<file path="config.mk">
export PLATFORM = sky130hd
export DESIGN_NAME = frr_fault_response
export DESIGN_NICKNAME = d
export VERILOG_FILES = /design/src/rtl/frr_pkg.sv /design/src/rtl/frr_delay_timer.sv /design/src/rtl/frr_fault_response.sv
export VERILOG_INCLUDE_DIRS = /design/src /design/src/rtl
export SDC_FILE = /design/constraint.sdc
export NUM_CORES = 1
export LEC_CHECK = 0
export BUFFER_PORTS_ARGS = -buffer_cell sky130_fd_sc_hd__buf_2
export CORE_UTILIZATION = 55
export CTS_CLUSTER_DIAMETER = 80
export DETAILED_ROUTE_END_ITERATION = 16
export PLACE_DENSITY = 0.87
export SETUP_SLACK_MARGIN = 0.02
export SYNTH_ARGS = -nofsm -noshare
export SYNTH_HDL_FRONTEND = slang
export SYNTH_HIERARCHICAL = 1
export SYNTH_SLANG_ARGS = --single-unit
</file>
<file path="constraint.sdc">
create_clock -name mclk -period 2.4 [get_ports mclk]
set_input_delay 0 -clock mclk [delete_from_list [all_inputs] [get_ports mclk]]
set_output_delay 0 -clock mclk [all_outputs]
set_load 0.05 [all_outputs]
</file>
<file path="src/rtl/frr_regs.svh">
// Functional notes
// - Latch-off mode disables output until cleared
// - Clear by bit, command, reset, off-on, bias
// - Retry code zero means no restart attempt
// - Codes one to three allow that many restarts
// - Restart starts spaced by delay code times unit
`ifndef FRR_REGS_SVH
`define FRR_REGS_SVH

// ----------------------------------------------------------------
// Field encodings
// ----------------------------------------------------------------
`define FRR_MODE_LATCH  2'h3    // Response field code for latch-off
`define FRR_RETRY_NONE  3'h0    // Retry field code for no restart
`define FRR_RETRY_CAP   3'h3    // Highest retry code with a defined count

// ----------------------------------------------------------------
// Counter constants
// ----------------------------------------------------------------
`define FRR_CNT_ZERO    2'h0    // Attempt count after clear or reset
`define FRR_CNT_STEP    2'h1    // Attempt count increment
`define FRR_TMR_ONE     19'h00001 // Shortest timer span and last tick value
`define FRR_TMR_ZERO    19'h00000 // Idle timer value

`endif

</file>
<file path="src/rtl/frr_pkg.sv">
package frr_pkg;

  // ----------------------------------------------------------------
  // Sequencer states
  // ----------------------------------------------------------------
  typedef enum logic [1:0] {
    FRR_RUN     = 2'b00,   // Output follows the on request
    FRR_WAIT    = 2'b01,   // Waiting out the restart delay
    FRR_LATCHED = 2'b10    // Held off until a clear
  } frr_state_t;

  // ----------------------------------------------------------------
  // Clear sources, gathered into one carrier
  // ----------------------------------------------------------------
  typedef struct packed {
    logic statusClr;       // Individual status bit cleared
    logic clearAll;        // Clear-all-faults command
    logic resetIn;         // Reset signal input asserted
    logic biasLost;        // Bias power removed
  } frr_clear_t;

  // ----------------------------------------------------------------
  // Whole state of the main module
  // ----------------------------------------------------------------
  typedef struct packed {
    frr_state_t  st;        // Sequencer state
    logic [1:0]  retryCnt;  // Attempts made for this fault event
    logic        outEn;     // Output enable to the power stage
    logic        latched;   // Fault latched off
    logic        restart;   // One-cycle restart strobe
    logic        prevOn;    // On request seen last cycle
    logic        timerLoad; // One-cycle load strobe for the timer
    logic [18:0] period;    // Captured restart spacing in cycles
  } frr_regs_t;

endpackage

</file>
<file path="src/rtl/frr_delay_timer.sv">
`timescale 1ns/100ps
`include "frr_regs.svh"

module frr_delay_timer
  import frr_pkg::*;
#(
  parameter int WIDTH = 19
) (
  // Clock and control
  input  wire logic             mclk,
  input  wire logic             reset,
  input  wire logic             clkEn,
  // Timer request
  input  wire logic             load,
  input  wire logic [WIDTH-1:0] span,
  // Timer answer
  output logic                  done
);

  logic [WIDTH-1:0] cnt_ff;     // Cycles left
  logic [WIDTH-1:0] nxt_cnt;
  logic             done_ff;    // Expiry pulse
  logic             nxt_done;

  // ----------------------------------------------------------------
  // Down counter
  // ----------------------------------------------------------------
  // A zero span still takes one cycle so the strobe is never lost
  always_comb begin
    nxt_cnt  = cnt_ff;
    nxt_done = 1'b0;
    if (load) begin
      nxt_cnt = (span == `FRR_TMR_ZERO) ? `FRR_TMR_ONE : span;
    end else if (cnt_ff != `FRR_TMR_ZERO) begin
      nxt_cnt  = cnt_ff - `FRR_TMR_ONE;
      nxt_done = (cnt_ff == `FRR_TMR_ONE);
    end
  end

  // Register stage, frozen while the clock enable is low
  always_ff @(posedge mclk) begin
    if (reset) begin
      cnt_ff  <= `FRR_TMR_ZERO;
      done_ff <= 1'b0;
    end else if (clkEn) begin
      cnt_ff  <= nxt_cnt;
      done_ff <= nxt_done;
    end
  end

  assign done = done_ff;

endmodule

</file>
<file path="src/rtl/frr_fault_response.sv">
`timescale 1ns/100ps
`include "frr_regs.svh"

module frr_fault_response
  import frr_pkg::*;
#(
  parameter int UNIT_W = 16    // Width of the per-fault delay unit
) (
  // Clock and control
  input  wire logic              mclk,
  input  wire logic              reset,
  input  wire logic              clkEn,
  // Fault response configuration
  input  wire logic [1:0]        respMode,
  input  wire logic [2:0]        retryCode,
  input  wire logic [2:0]        delayCode,
  input  wire logic [UNIT_W-1:0] delayUnit,
  // Fault and clear events
  input  wire logic              faultEvt,
  input  wire frr_clear_t        clrSrc,
  input  wire logic              onRequest,
  // Power stage and status
  output logic                   outEnable,
  output logic                   faultLatched,
  output logic                   restartPulse,
  output logic [1:0]             retryCount
);

  // ----------------------------------------------------------------
  // Declarations
  // ----------------------------------------------------------------
  frr_regs_t   r_ff;            // All state
  frr_regs_t   nxt_r;           // Next state
  logic        timerDone;       // Restart delay elapsed
  logic        onOffOn;         // On request rose after being off
  logic        clrAny;          // Any clear source this cycle
  logic [18:0] spanCalc;        // Delay code times delay unit

  // Number of restarts the retry code allows; codes above the cap are
  // held to the cap since only one to three are defined here
  function automatic logic [1:0] retryLimit(input logic [2:0] code);
    logic [2:0] c;
    c = (code > `FRR_RETRY_CAP) ? `FRR_RETRY_CAP : code;
    return c[1:0];
  endfunction

  // ----------------------------------------------------------------
  // Event decode
  // ----------------------------------------------------------------
  assign onOffOn  = onRequest && !r_ff.prevOn;
  assign clrAny   = clrSrc.statusClr || clrSrc.clearAll || clrSrc.resetIn ||
                    clrSrc.biasLost || onOffOn;
  assign spanCalc = 19'(delayCode) * 19'(delayUnit);

  // ----------------------------------------------------------------
  // Sequencer
  // ----------------------------------------------------------------
  // A fault in the cycle of a clear wins: it opens a new fault event
  always_comb begin
    nxt_r           = r_ff;
    nxt_r.restart   = 1'b0;
    nxt_r.timerLoad = 1'b0;
    nxt_r.prevOn    = onRequest;
    if (clrAny) begin
      // Clear drops the latch and restores the full retry budget
      nxt_r.st       = FRR_RUN;
      nxt_r.latched  = 1'b0;
      nxt_r.retryCnt = `FRR_CNT_ZERO;
    end
    unique case (nxt_r.st)
      FRR_RUN: begin
        nxt_r.outEn = onRequest;
      end
      FRR_WAIT: begin
        // Output stays off until the spacing timer expires
        nxt_r.outEn = 1'b0;
        // An expiry left over from an earlier load is ignored while a new
        // load is pending, and a fault in the expiry cycle gets no restart
        // so the attempt count only moves with a real start
        if (timerDone && !r_ff.timerLoad && !clrAny && !faultEvt) begin
          nxt_r.st       = FRR_RUN;
          nxt_r.restart  = 1'b1;
          nxt_r.outEn    = 1'b1;
          nxt_r.retryCnt = r_ff.retryCnt + `FRR_CNT_STEP;
        end
      end
      FRR_LATCHED: begin
        nxt_r.outEn = 1'b0;
      end
      default: begin
        nxt_r.st    = FRR_LATCHED;
        nxt_r.outEn = 1'b0;
      end
    endcase
    if (faultEvt) begin
      nxt_r.outEn   = 1'b0;
      nxt_r.restart = 1'b0;
      if (respMode == `FRR_MODE_LATCH) begin
        nxt_r.st      = FRR_LATCHED;
        nxt_r.latched = 1'b1;
      end else if (retryCode == `FRR_RETRY_NONE) begin
        nxt_r.st      = FRR_LATCHED;
        nxt_r.latched = 1'b1;
      end else if (nxt_r.retryCnt >= retryLimit(retryCode)) begin
        nxt_r.st      = FRR_LATCHED;
        nxt_r.latched = 1'b1;
      end else begin
        // Spacing is counted from this fault to the next start
        nxt_r.st        = FRR_WAIT;
        nxt_r.timerLoad = 1'b1;
        nxt_r.period    = spanCalc;
      end
    end
  end

  // Register stage, frozen while the clock enable is low
  always_ff @(posedge mclk) begin
    if (reset) begin
      r_ff.st        <= FRR_RUN;
      r_ff.retryCnt  <= `FRR_CNT_ZERO;
      r_ff.outEn     <= 1'b0;
      r_ff.latched   <= 1'b0;
      r_ff.restart   <= 1'b0;
      r_ff.prevOn    <= 1'b0;
      r_ff.timerLoad <= 1'b0;
      r_ff.period    <= `FRR_TMR_ZERO;
    end else if (clkEn) begin
      r_ff <= nxt_r;
    end
  end

  // ----------------------------------------------------------------
  // Restart spacing timer
  // ----------------------------------------------------------------
  frr_delay_timer #(
    .WIDTH (19)
  ) i_frr_delay_timer (
    .mclk  (mclk),
    .reset (reset),
    .clkEn (clkEn),
    .load  (r_ff.timerLoad),
    .span  (r_ff.period),
    .done  (timerDone)
  );

  // ----------------------------------------------------------------
  // Outputs
  // ----------------------------------------------------------------
  assign outEnable    = r_ff.outEn;
  assign faultLatched = r_ff.latched;
  assign restartPulse = r_ff.restart;
  assign retryCount   = r_ff.retryCnt;

  // ----------------------------------------------------------------
  // Checks
  // ----------------------------------------------------------------
  logic [19:0] spanObs_ff;      // Enabled cycles since the timer load

  // Helper counter, only read by the spacing check
  always_ff @(posedge mclk) begin
    if (reset) begin
      spanObs_ff <= 20'h00000;
    end else if (clkEn) begin
      spanObs_ff <= r_ff.timerLoad ? 20'h00001 : spanObs_ff + 20'h00001;
    end
  end
endmodule

</file>
==> results of run 1 <==
-- cell usage in the layout (no fill, tap or decap), types with 5 or more instances in the layout --
cell type / netlist / final
a21oi_1: 48 / 45
a21oi_2: 3 / 6
a31oi_1: 6 / 6
and2_1: 11 / 11
buf_2: 4 / 37
buf_4: 3 / 49
buf_6: 3 / 5
clkbuf_8: 0 / 5
dfxtp_1: 48 / 47
fa_1: 15 / 15
ha_1: 22 / 20
inv_1: 38 / 37
nand2_1: 91 / 90
nand2b_1: 5 / 5
nand3_1: 24 / 23
nor2_1: 29 / 27
nor2b_1: 9 / 7
nor3_1: 13 / 13
nor4_1: 13 / 13
o21a_1: 7 / 7
o21ai_0: 28 / 26
o21ai_2: 4 / 5
o31ai_1: 8 / 8
or3_1: 6 / 6
or4_1: 5 / 5
xor2_1: 5 / 5
-- metrics by stage --
| step | worst slack (ns) | total power [mW] |
|---|---|---|
| 3_3_place_gp | -0.105 | 3.06 |
| 6_report | 0.00529 | 3.77 |
| 5_1_grt | -0.130 | 4.07 |
| 3_5_place_dp | -0.200 | 3.16 |
| 4_1_cts | 0.0230 | 3.67 |
| 2_1_floorplan | -0.0176 | 2.50 |
-- worst min-delay path, delay by kind of cell --
| family | cells | cell delay [ns] |
|---|---|---|
| simple gates | 1 | 0.09 |
| compound gates | 1 | 0.05 |
| buf+inv | 1 | 0.12 |
-- flip-flops by register name (all words and copies together), names as in the netlist --
| signal | cells |
|---|---|
| restartPulse | 1 |
| retryCount | 2 |
| i_frr_delay_timer/cnt_ff | 19 |
| outEnable | 1 |
| i_frr_delay_timer/done | 1 |
| r_ff | 23 |
| faultLatched | 1 |
-- power groups by stage --
stage | Combinational [mW] | Clock [mW] | Sequential, mW
floorplan | 1.45 | 0 | 1.05
global placement | 1.99 | 0 | 1.07
detailed placement | 2.08 | 0 | 1.08
CTS | 2.11 | 0.498 | 1.06
global route | 2.45 | 0.525 | 1.09
finish | 2.21 | 0.494 | 1.07
-- cell families (layout without fill, tap and decap cells) --
group | count (synthesis) | in the layout | share of synthesized area [%]
simple gates | 230 | 230 | 28.5
mux | 1 | 1 | 0.249
fa+ha+maj | 37 | 37 | 14.3
flops | 48 | 48 | 23.9
xor+xnor | 8 | 8 | 1.74
compound gates | 148 | 148 | 24.3
buf+inv | 65 | 139 | 7.02
-- what timing repair did --
action	4_1_cts	5_1_grt
setup endpoints to repair	16	27
buffers inserted	1	5
hold endpoints to repair	1	0
resized for setup	11	18
cloned	0	0
hold buffers	1	0
pin swaps	4	13
-- routing by layer --
layer | track usage (%) | wire [um]
met2 | 51.3 | 5270
met3 | 3.86 | 649
met4 | 12.1 | 274
met5 | 0 | 0
met1 | 36.3 | 4520
-- cell type report --
type	instances	area, um^2
Clock inverter	3	23.8
Timing Repair Buffer	93	639
Tap cell	96	120
Inverter	38	143
Fill cell	530	2110
Sequential cell	48	962
Multi-Input combinational cell	424	2880
Clock buffer	5	68.8
-- how the worst max path moves through the flow --
| stage | endpoint | cells after the start | slack (ns) |
|---|---|---|---|
| 5_1_grt | r_ff[17] | 12 | -0.13 |
| 6_report | r_ff[15] | 11 | 0.005 |
| 4_1_cts | r_ff[15] | 11 | 0.02 |
| 3_5_place_dp | r_ff[10] | 11 | -0.20 |
| 2_1_floorplan | r_ff[10] | 11 | -0.02 |
| 3_3_place_gp | r_ff[5] | 11 | -0.11 |
==> reports/qor.txt, run 1 <==
Min Tclk post-route: 2.39 ns
GRT Residual Overflow: 0
CTS root buf: clkbuf_8
Yosys reg bits: 48
IO buf count: 37
CP Launch Type: register
Cell-internal power: 2.15 mW
Post-synth top flop: dfxtp_1
DP Area: 0.00457 mm^2
Inst Count DP: 692
PD cells: 780 mW/mm^2
Psw: 1.62 mW
Status: finished with violations
Post-Syn Instances: 537
Largest net degree at the start of global routing: 54
Max IR drop VDD: 0.407 mV
Max incr delay on CP: 0.46 ns
Via density: 6.09
Violated checks: hold timing
Critical path, cell by cell: nor2b_4, and3_4, nand2_2, xor2_1, nor2_1, ha_2, inv_2, o2111ai_4, nor3b_2, or4b_1, nand3_1
Initial drt markers: 292
Top post-synthesis cells by area: dfxtp_1 (24%), nand2_1 (8.5%), fa_1 (7.5%)
Fin nets: 680
Global-route wire length before repair: 18200 um
Placer Congestion: 0.898
Post-route cell area: 0.00483 mm^2
Crit-path slowest cell: or4b_1
RSZ-0062 raised after global routing: true
Top cell family by delay on the critical path: simple AND/OR/NAND/NOR gates
Hold Path Class: in -> reg
Area leader, netlist: dfxtp_1
DRT Pass-1 Iters: 5
ANT cells: 0
Starting Density: 58.0%
Routed length per instance: 15.1 um
Count leader, synth: nand2_1
Unique masters post-synth: 67
Final Skew: 0.00694 ns
Vias in the first global route: 4097
Worst Path Arrival: 2.64 ns
Mapped Nets: 607
Layout cell share with drive strength beyond 1: 22.4%
CTS HTree Levels: 2
DRC Markers: 0
Max-slew violations: 0
Via count: 4309
Io pins: 38
P_leak: 2.09 nW
Syn_area_per_cell: 7.50 um^2
Worst Path Max Fanout: 7
Synthesized cell area: 0.00403 mm^2
R2r endpoint: r_ff[15]
Worst-Skew Late Latency: 0.31 ns
Register area share after synthesis: 23.9%
Worst-Margin Slew: 0.478 ns
Die footprint: 0.00767 mm^2
CTS tree: done
Fin util: 69.6%
Endpoints failing setup: 0
CTS max path bufs: 2
Post-DP HPWL: 8030 um
CTS Sinks: 48
Core footprint: 0.00694 mm^2
Peak Freq: 418 MHz
Sequential share of power: 28.3%
Total track usage: 29.3%
Post-synth EDFFs: 0
Min-Delay Path Depth: 3
Die height: 87.6 um
Synth-to-layout area growth: 20.0%
Hold_ws: -0.000642 ns
Reg clk slew, reported paths: 0.09 ns
Worst Reg-to-Reg Cells: 11
Max cap viols: 0
Worst Path Buf+Inv: 1
Critical path launch point: i_frr_delay_timer/done
CP Class: reg -> reg
Logic pwr share: 58.6%
Min-delay src: delayUnit[0]
Sw Share: 43.1%
Clock network power share: 13.1%
Post-synth ARST share: 0%
Die Width: 87.6 um
YS warnings: 6
Non-Filler Instances: 707
Endpoint class of the critical path: register
Setup tns final: 0 ns
R2R Path Start: i_frr_delay_timer/done
Synth top area share: 23.9%
Hold Fails Final Rpt: 1
Initial antenna violation count: 0
Post-Route WL: 10700 um
# rows: 30
Worst Hold End: r_ff[0]
TritonCTS Buffers: 5
Setup slack, reg-to-reg: 0.005 ns
Top cell types by occurrence after synthesis: nand2_1 (91), a21oi_1 (48), dfxtp_1 (48), inv_1 (38), nor2_1 (29)
Tcrit/Tclk final: 99.8%
Worst rel slew slack: 67.8%
Routed Antenna Nets: 0
Critical path required time: 2.65 ns
No activity file was read; power rests on OpenSTA's default activity.
==> run 2, diff against run 1 <==
ABC_AREA = 1   (was not set)
CORE_UTILIZATION = 57   (was 55)
CTS_BUF_LIST = sky130_fd_sc_hd__clkbuf_4 sky130_fd_sc_hd__clkbuf_8   (was not set)
PLACE_DENSITY = 0.89   (was 0.87)
==> reports/qor.txt, run 2 <==
Max-slew violations: 0 (unchanged)
Setup slack, reg-to-reg: 0.1 ns (+0.09 ns)
Max cap viols: 0 (unchanged)
Worst-Margin Slew: 0.561 ns (+0.0831 ns)
Unique masters post-synth: 38 (-43%)
Placer Congestion: 0.946 (+5.4%)
Die height: 90.6 um (+3.4%)
Synth top area share: 21.5% (-2.4 points)
Post-route cell area: 0.00502 mm^2 (+3.9%)
Top post-synthesis cells by area: dfxtp_1 (21%), nand2_1 (19%), inv_1 (10%)
Area leader, netlist: dfxtp_1
Min-Delay Path Depth: 3 (unchanged)
Tcrit/Tclk final: 95.9% (-3.9 points)
Core footprint: 0.00741 mm^2 (+6.7%)
Hold Fails Final Rpt: 0 (-1)
Syn_area_per_cell: 6.06 um^2 (-19%)
Die footprint: 0.00821 mm^2 (+7.0%)
Fin util: 67.8% (-1.8 points)
Most frequent cells in the layout: nand2_1 (227), inv_1 (120), nor2_1 (101), dfxtp_1 (47), nand3_1 (44)
Min Tclk post-route: 2.30 ns (-0.0925 ns)
Most common cell after layout, fill and taps aside: nand2_1
Hold Path Class: in -> reg
Worst rel slew slack: 62.5% (-5.3 points)
Io pins: 38 (unchanged)
P_leak: 2.76 nW (+32%)
# rows: 31 (+3.3%)
CTS Sinks: 48 (unchanged)
Non-Filler Instances: 877 (+24%)
Top reg by flops: r_ff
Max IR drop VDD: 0.316 mV (-22%)
Post-synth EDFFs: 0 (unchanged)
IO buf count: 37 (unchanged)
Fin nets: 847 (+25%)
Initial drt markers: 424 (+45%)
DRC Markers: 0 (unchanged)
TritonCTS Buffers: 5 (unchanged)
Endpoints failing setup: 0 (unchanged)
Critical path required time: 2.61 ns (-0.04 ns)
Post-synth ARST share: 0% (unchanged)
Worst Path Max Fanout: 8 (+1)
R2r endpoint: r_ff[8]
Synthesized cell area: 0.00447 mm^2 (+11%)
Post-Route WL: 10700 um (about the same)
Register area share after synthesis: 21.5% (-2.4 points)
Inst Count DP: 861 (+24%)
Via count: 4700 (+9.1%)
Routed length per instance: 12.2 um (-19%)
CTS tree: done
Vias in the first global route: 4433 (+8.2%)
Setup tns final: 0 ns (unchanged)
GRT Residual Overflow: 0 (unchanged)
Post-synth top flop: dfxtp_1
R2R Path Start: r_ff[20]
CP Launch Type: register
Max reg flops: 23 (unchanged)
Starting Density: 60.4% (+2.4 points)
Via density: 5.36 (-12%)
Worst-Skew Late Latency: 0.31 ns (about the same)
Reg clk slew, reported paths: 0.09 ns (about the same)
Peak Freq: 434 MHz (+4.0%)
CTS root buf: clkbuf_8
Min-delay src: onRequest
Setup WS post-layout: 0.0978 ns (+0.0925 ns)
DRT Pass-1 Iters: 6 (+1)
Routed Antenna Nets: 0 (unchanged)
YS warnings: 6 (unchanged)
Post-Syn Instances: 738 (+37%)
Mapped Nets: 808 (+33%)
Worst Path Arrival: 2.51 ns (-0.13 ns)
CP Class: reg -> reg
Worst Hold End: r_ff[20]
Endpoint class of the critical path: register
Die Width: 90.6 um (+3.4%)
CTS HTree Levels: 2 (unchanged)
Worst Reg-to-Reg Cells: 17 (+6)
Status: finished clean
DP Area: 0.00472 mm^2 (+3.2%)
PD cells: 614 mW/mm^2 (-21%)
Initial antenna violation count: 0 (unchanged)
Hold_ws: 0.0298 ns (+0.0305 ns)
Critical path launch point: r_ff[20]
ANT cells: 0 (unchanged)
Layout cell share with drive strength beyond 1: 14.0% (-8.4 points)
Post-DP HPWL: 8040 um (+0.14%)
Total track usage: 26.8% (-2.4 points)
Count leader, synth: nand2_1
Top cell types by occurrence after synthesis: nand2_1 (229), inv_1 (122), nor2_1 (101), dfxtp_1 (48), nand3_1 (46)
Final Power: 3.09 mW (-18%)
Yosys reg bits: 48 (unchanged)
Synth-to-layout area growth: 12.3%
Largest net degree at the start of global routing: 25 (-54%)
Placement Setup Slack: 0.0829 ns (+0.283 ns)
Final Skew: 0.00915 ns (+0.00221 ns)
CTS max path bufs: 2 (unchanged)
Global-route wire length before repair: 18500 um (+2.0%)
run 2: cell types whose count changed after synthesis, moves of 9 or more:
| cell | previous run | this run |
|---|---|---|
| o21ai_0 | 28 | 18 |
| and2_1 | 11 | 2 |
| nor4_1 | 13 | 0 |
| nor3_1 | 13 | 4 |
| nor2b_1 | 9 | 0 |
| nand2_1 | 91 | 229 |
| inv_1 | 38 | 122 |
| o21ai_1 | 1 | 14 |
| a21oi_1 | 48 | 38 |
| nand3_1 | 24 | 46 |
| nor2_1 | 29 | 101 |
run 2: cell type report:
type / instances / area, um^2
Fill cell: 616 / 2380
Sequential cell: 48 / 962
Clock inverter: 1 / 30.0
Timing Repair Buffer: 54 / 383
Tap cell: 99 / 124
Multi-Input combinational cell: 545 / 2970
Clock buffer: 7 / 96.3
Inverter: 123 / 462
run 2: worst max path at each step:
stage                          end  slack (ns)  cells after the start
final                      r_ff[8]         0.1                     17
after global routing      r_ff[12]      -0.009                     16
after CTS                 r_ff[12]        0.05                     16
after detailed placement  r_ff[14]        0.08                     15
after global placement    r_ff[14]        0.13                     15
after floorplan           r_ff[14]        0.03                     16
run 2: layer usage:
metal / global-route usage, % / vias to the layer above / share of wire [%]
met5: 0 / - / 0
met4: 8.60 / 0 / 1.7
met3: 3.37 / 24 / 6.1
met2: 47.2 / 152 / 49
met1: 33.8 / 2185 / 43
li1: - / 2339 / -
run 2: cell families after synthesis:
family	share of synthesized area (%)
xor+xnor	1.96
simple gates	40.8
compound gates	9.45
buf+inv	13.5
flops	21.5
fa+ha+maj	12.9
run 2: repair_timing:
item / in CTS / in global routing
endpoints found under the setup margin: 0 / 20
hold buffers: 1 / 0
setup buffers: 0 / 5
hold endpoints to repair: 1 / 0
resized for setup: 0 / 15
run 2: report_power, final:
group / internal, mW / total (mW) / switching (mW)
Clock: 0.368 / 0.643 / 0.275
Combinational: 0.514 / 1.44 / 0.929
Sequential: 0.892 / 1.00 / 0.108
run 2: worst max-delay path, stage by stage, from the launching register on:
cell,delay (ns)
dfxtp_2,0.32
inv_1,0.05
nand2_2,0.09
inv_2,0.05
nor2_4,0.14
nand2_4,0.09
nor2_4,0.14
nand3_2,0.09
and2_4,0.17
ha_4,0.21
o21ai_2,0.11
nand3_2,0.10
nor2_4,0.13
buf_12,0.14
buf_8,0.12
nand3_1,0.11
o211ai_2,0.10
inv_2,0.04
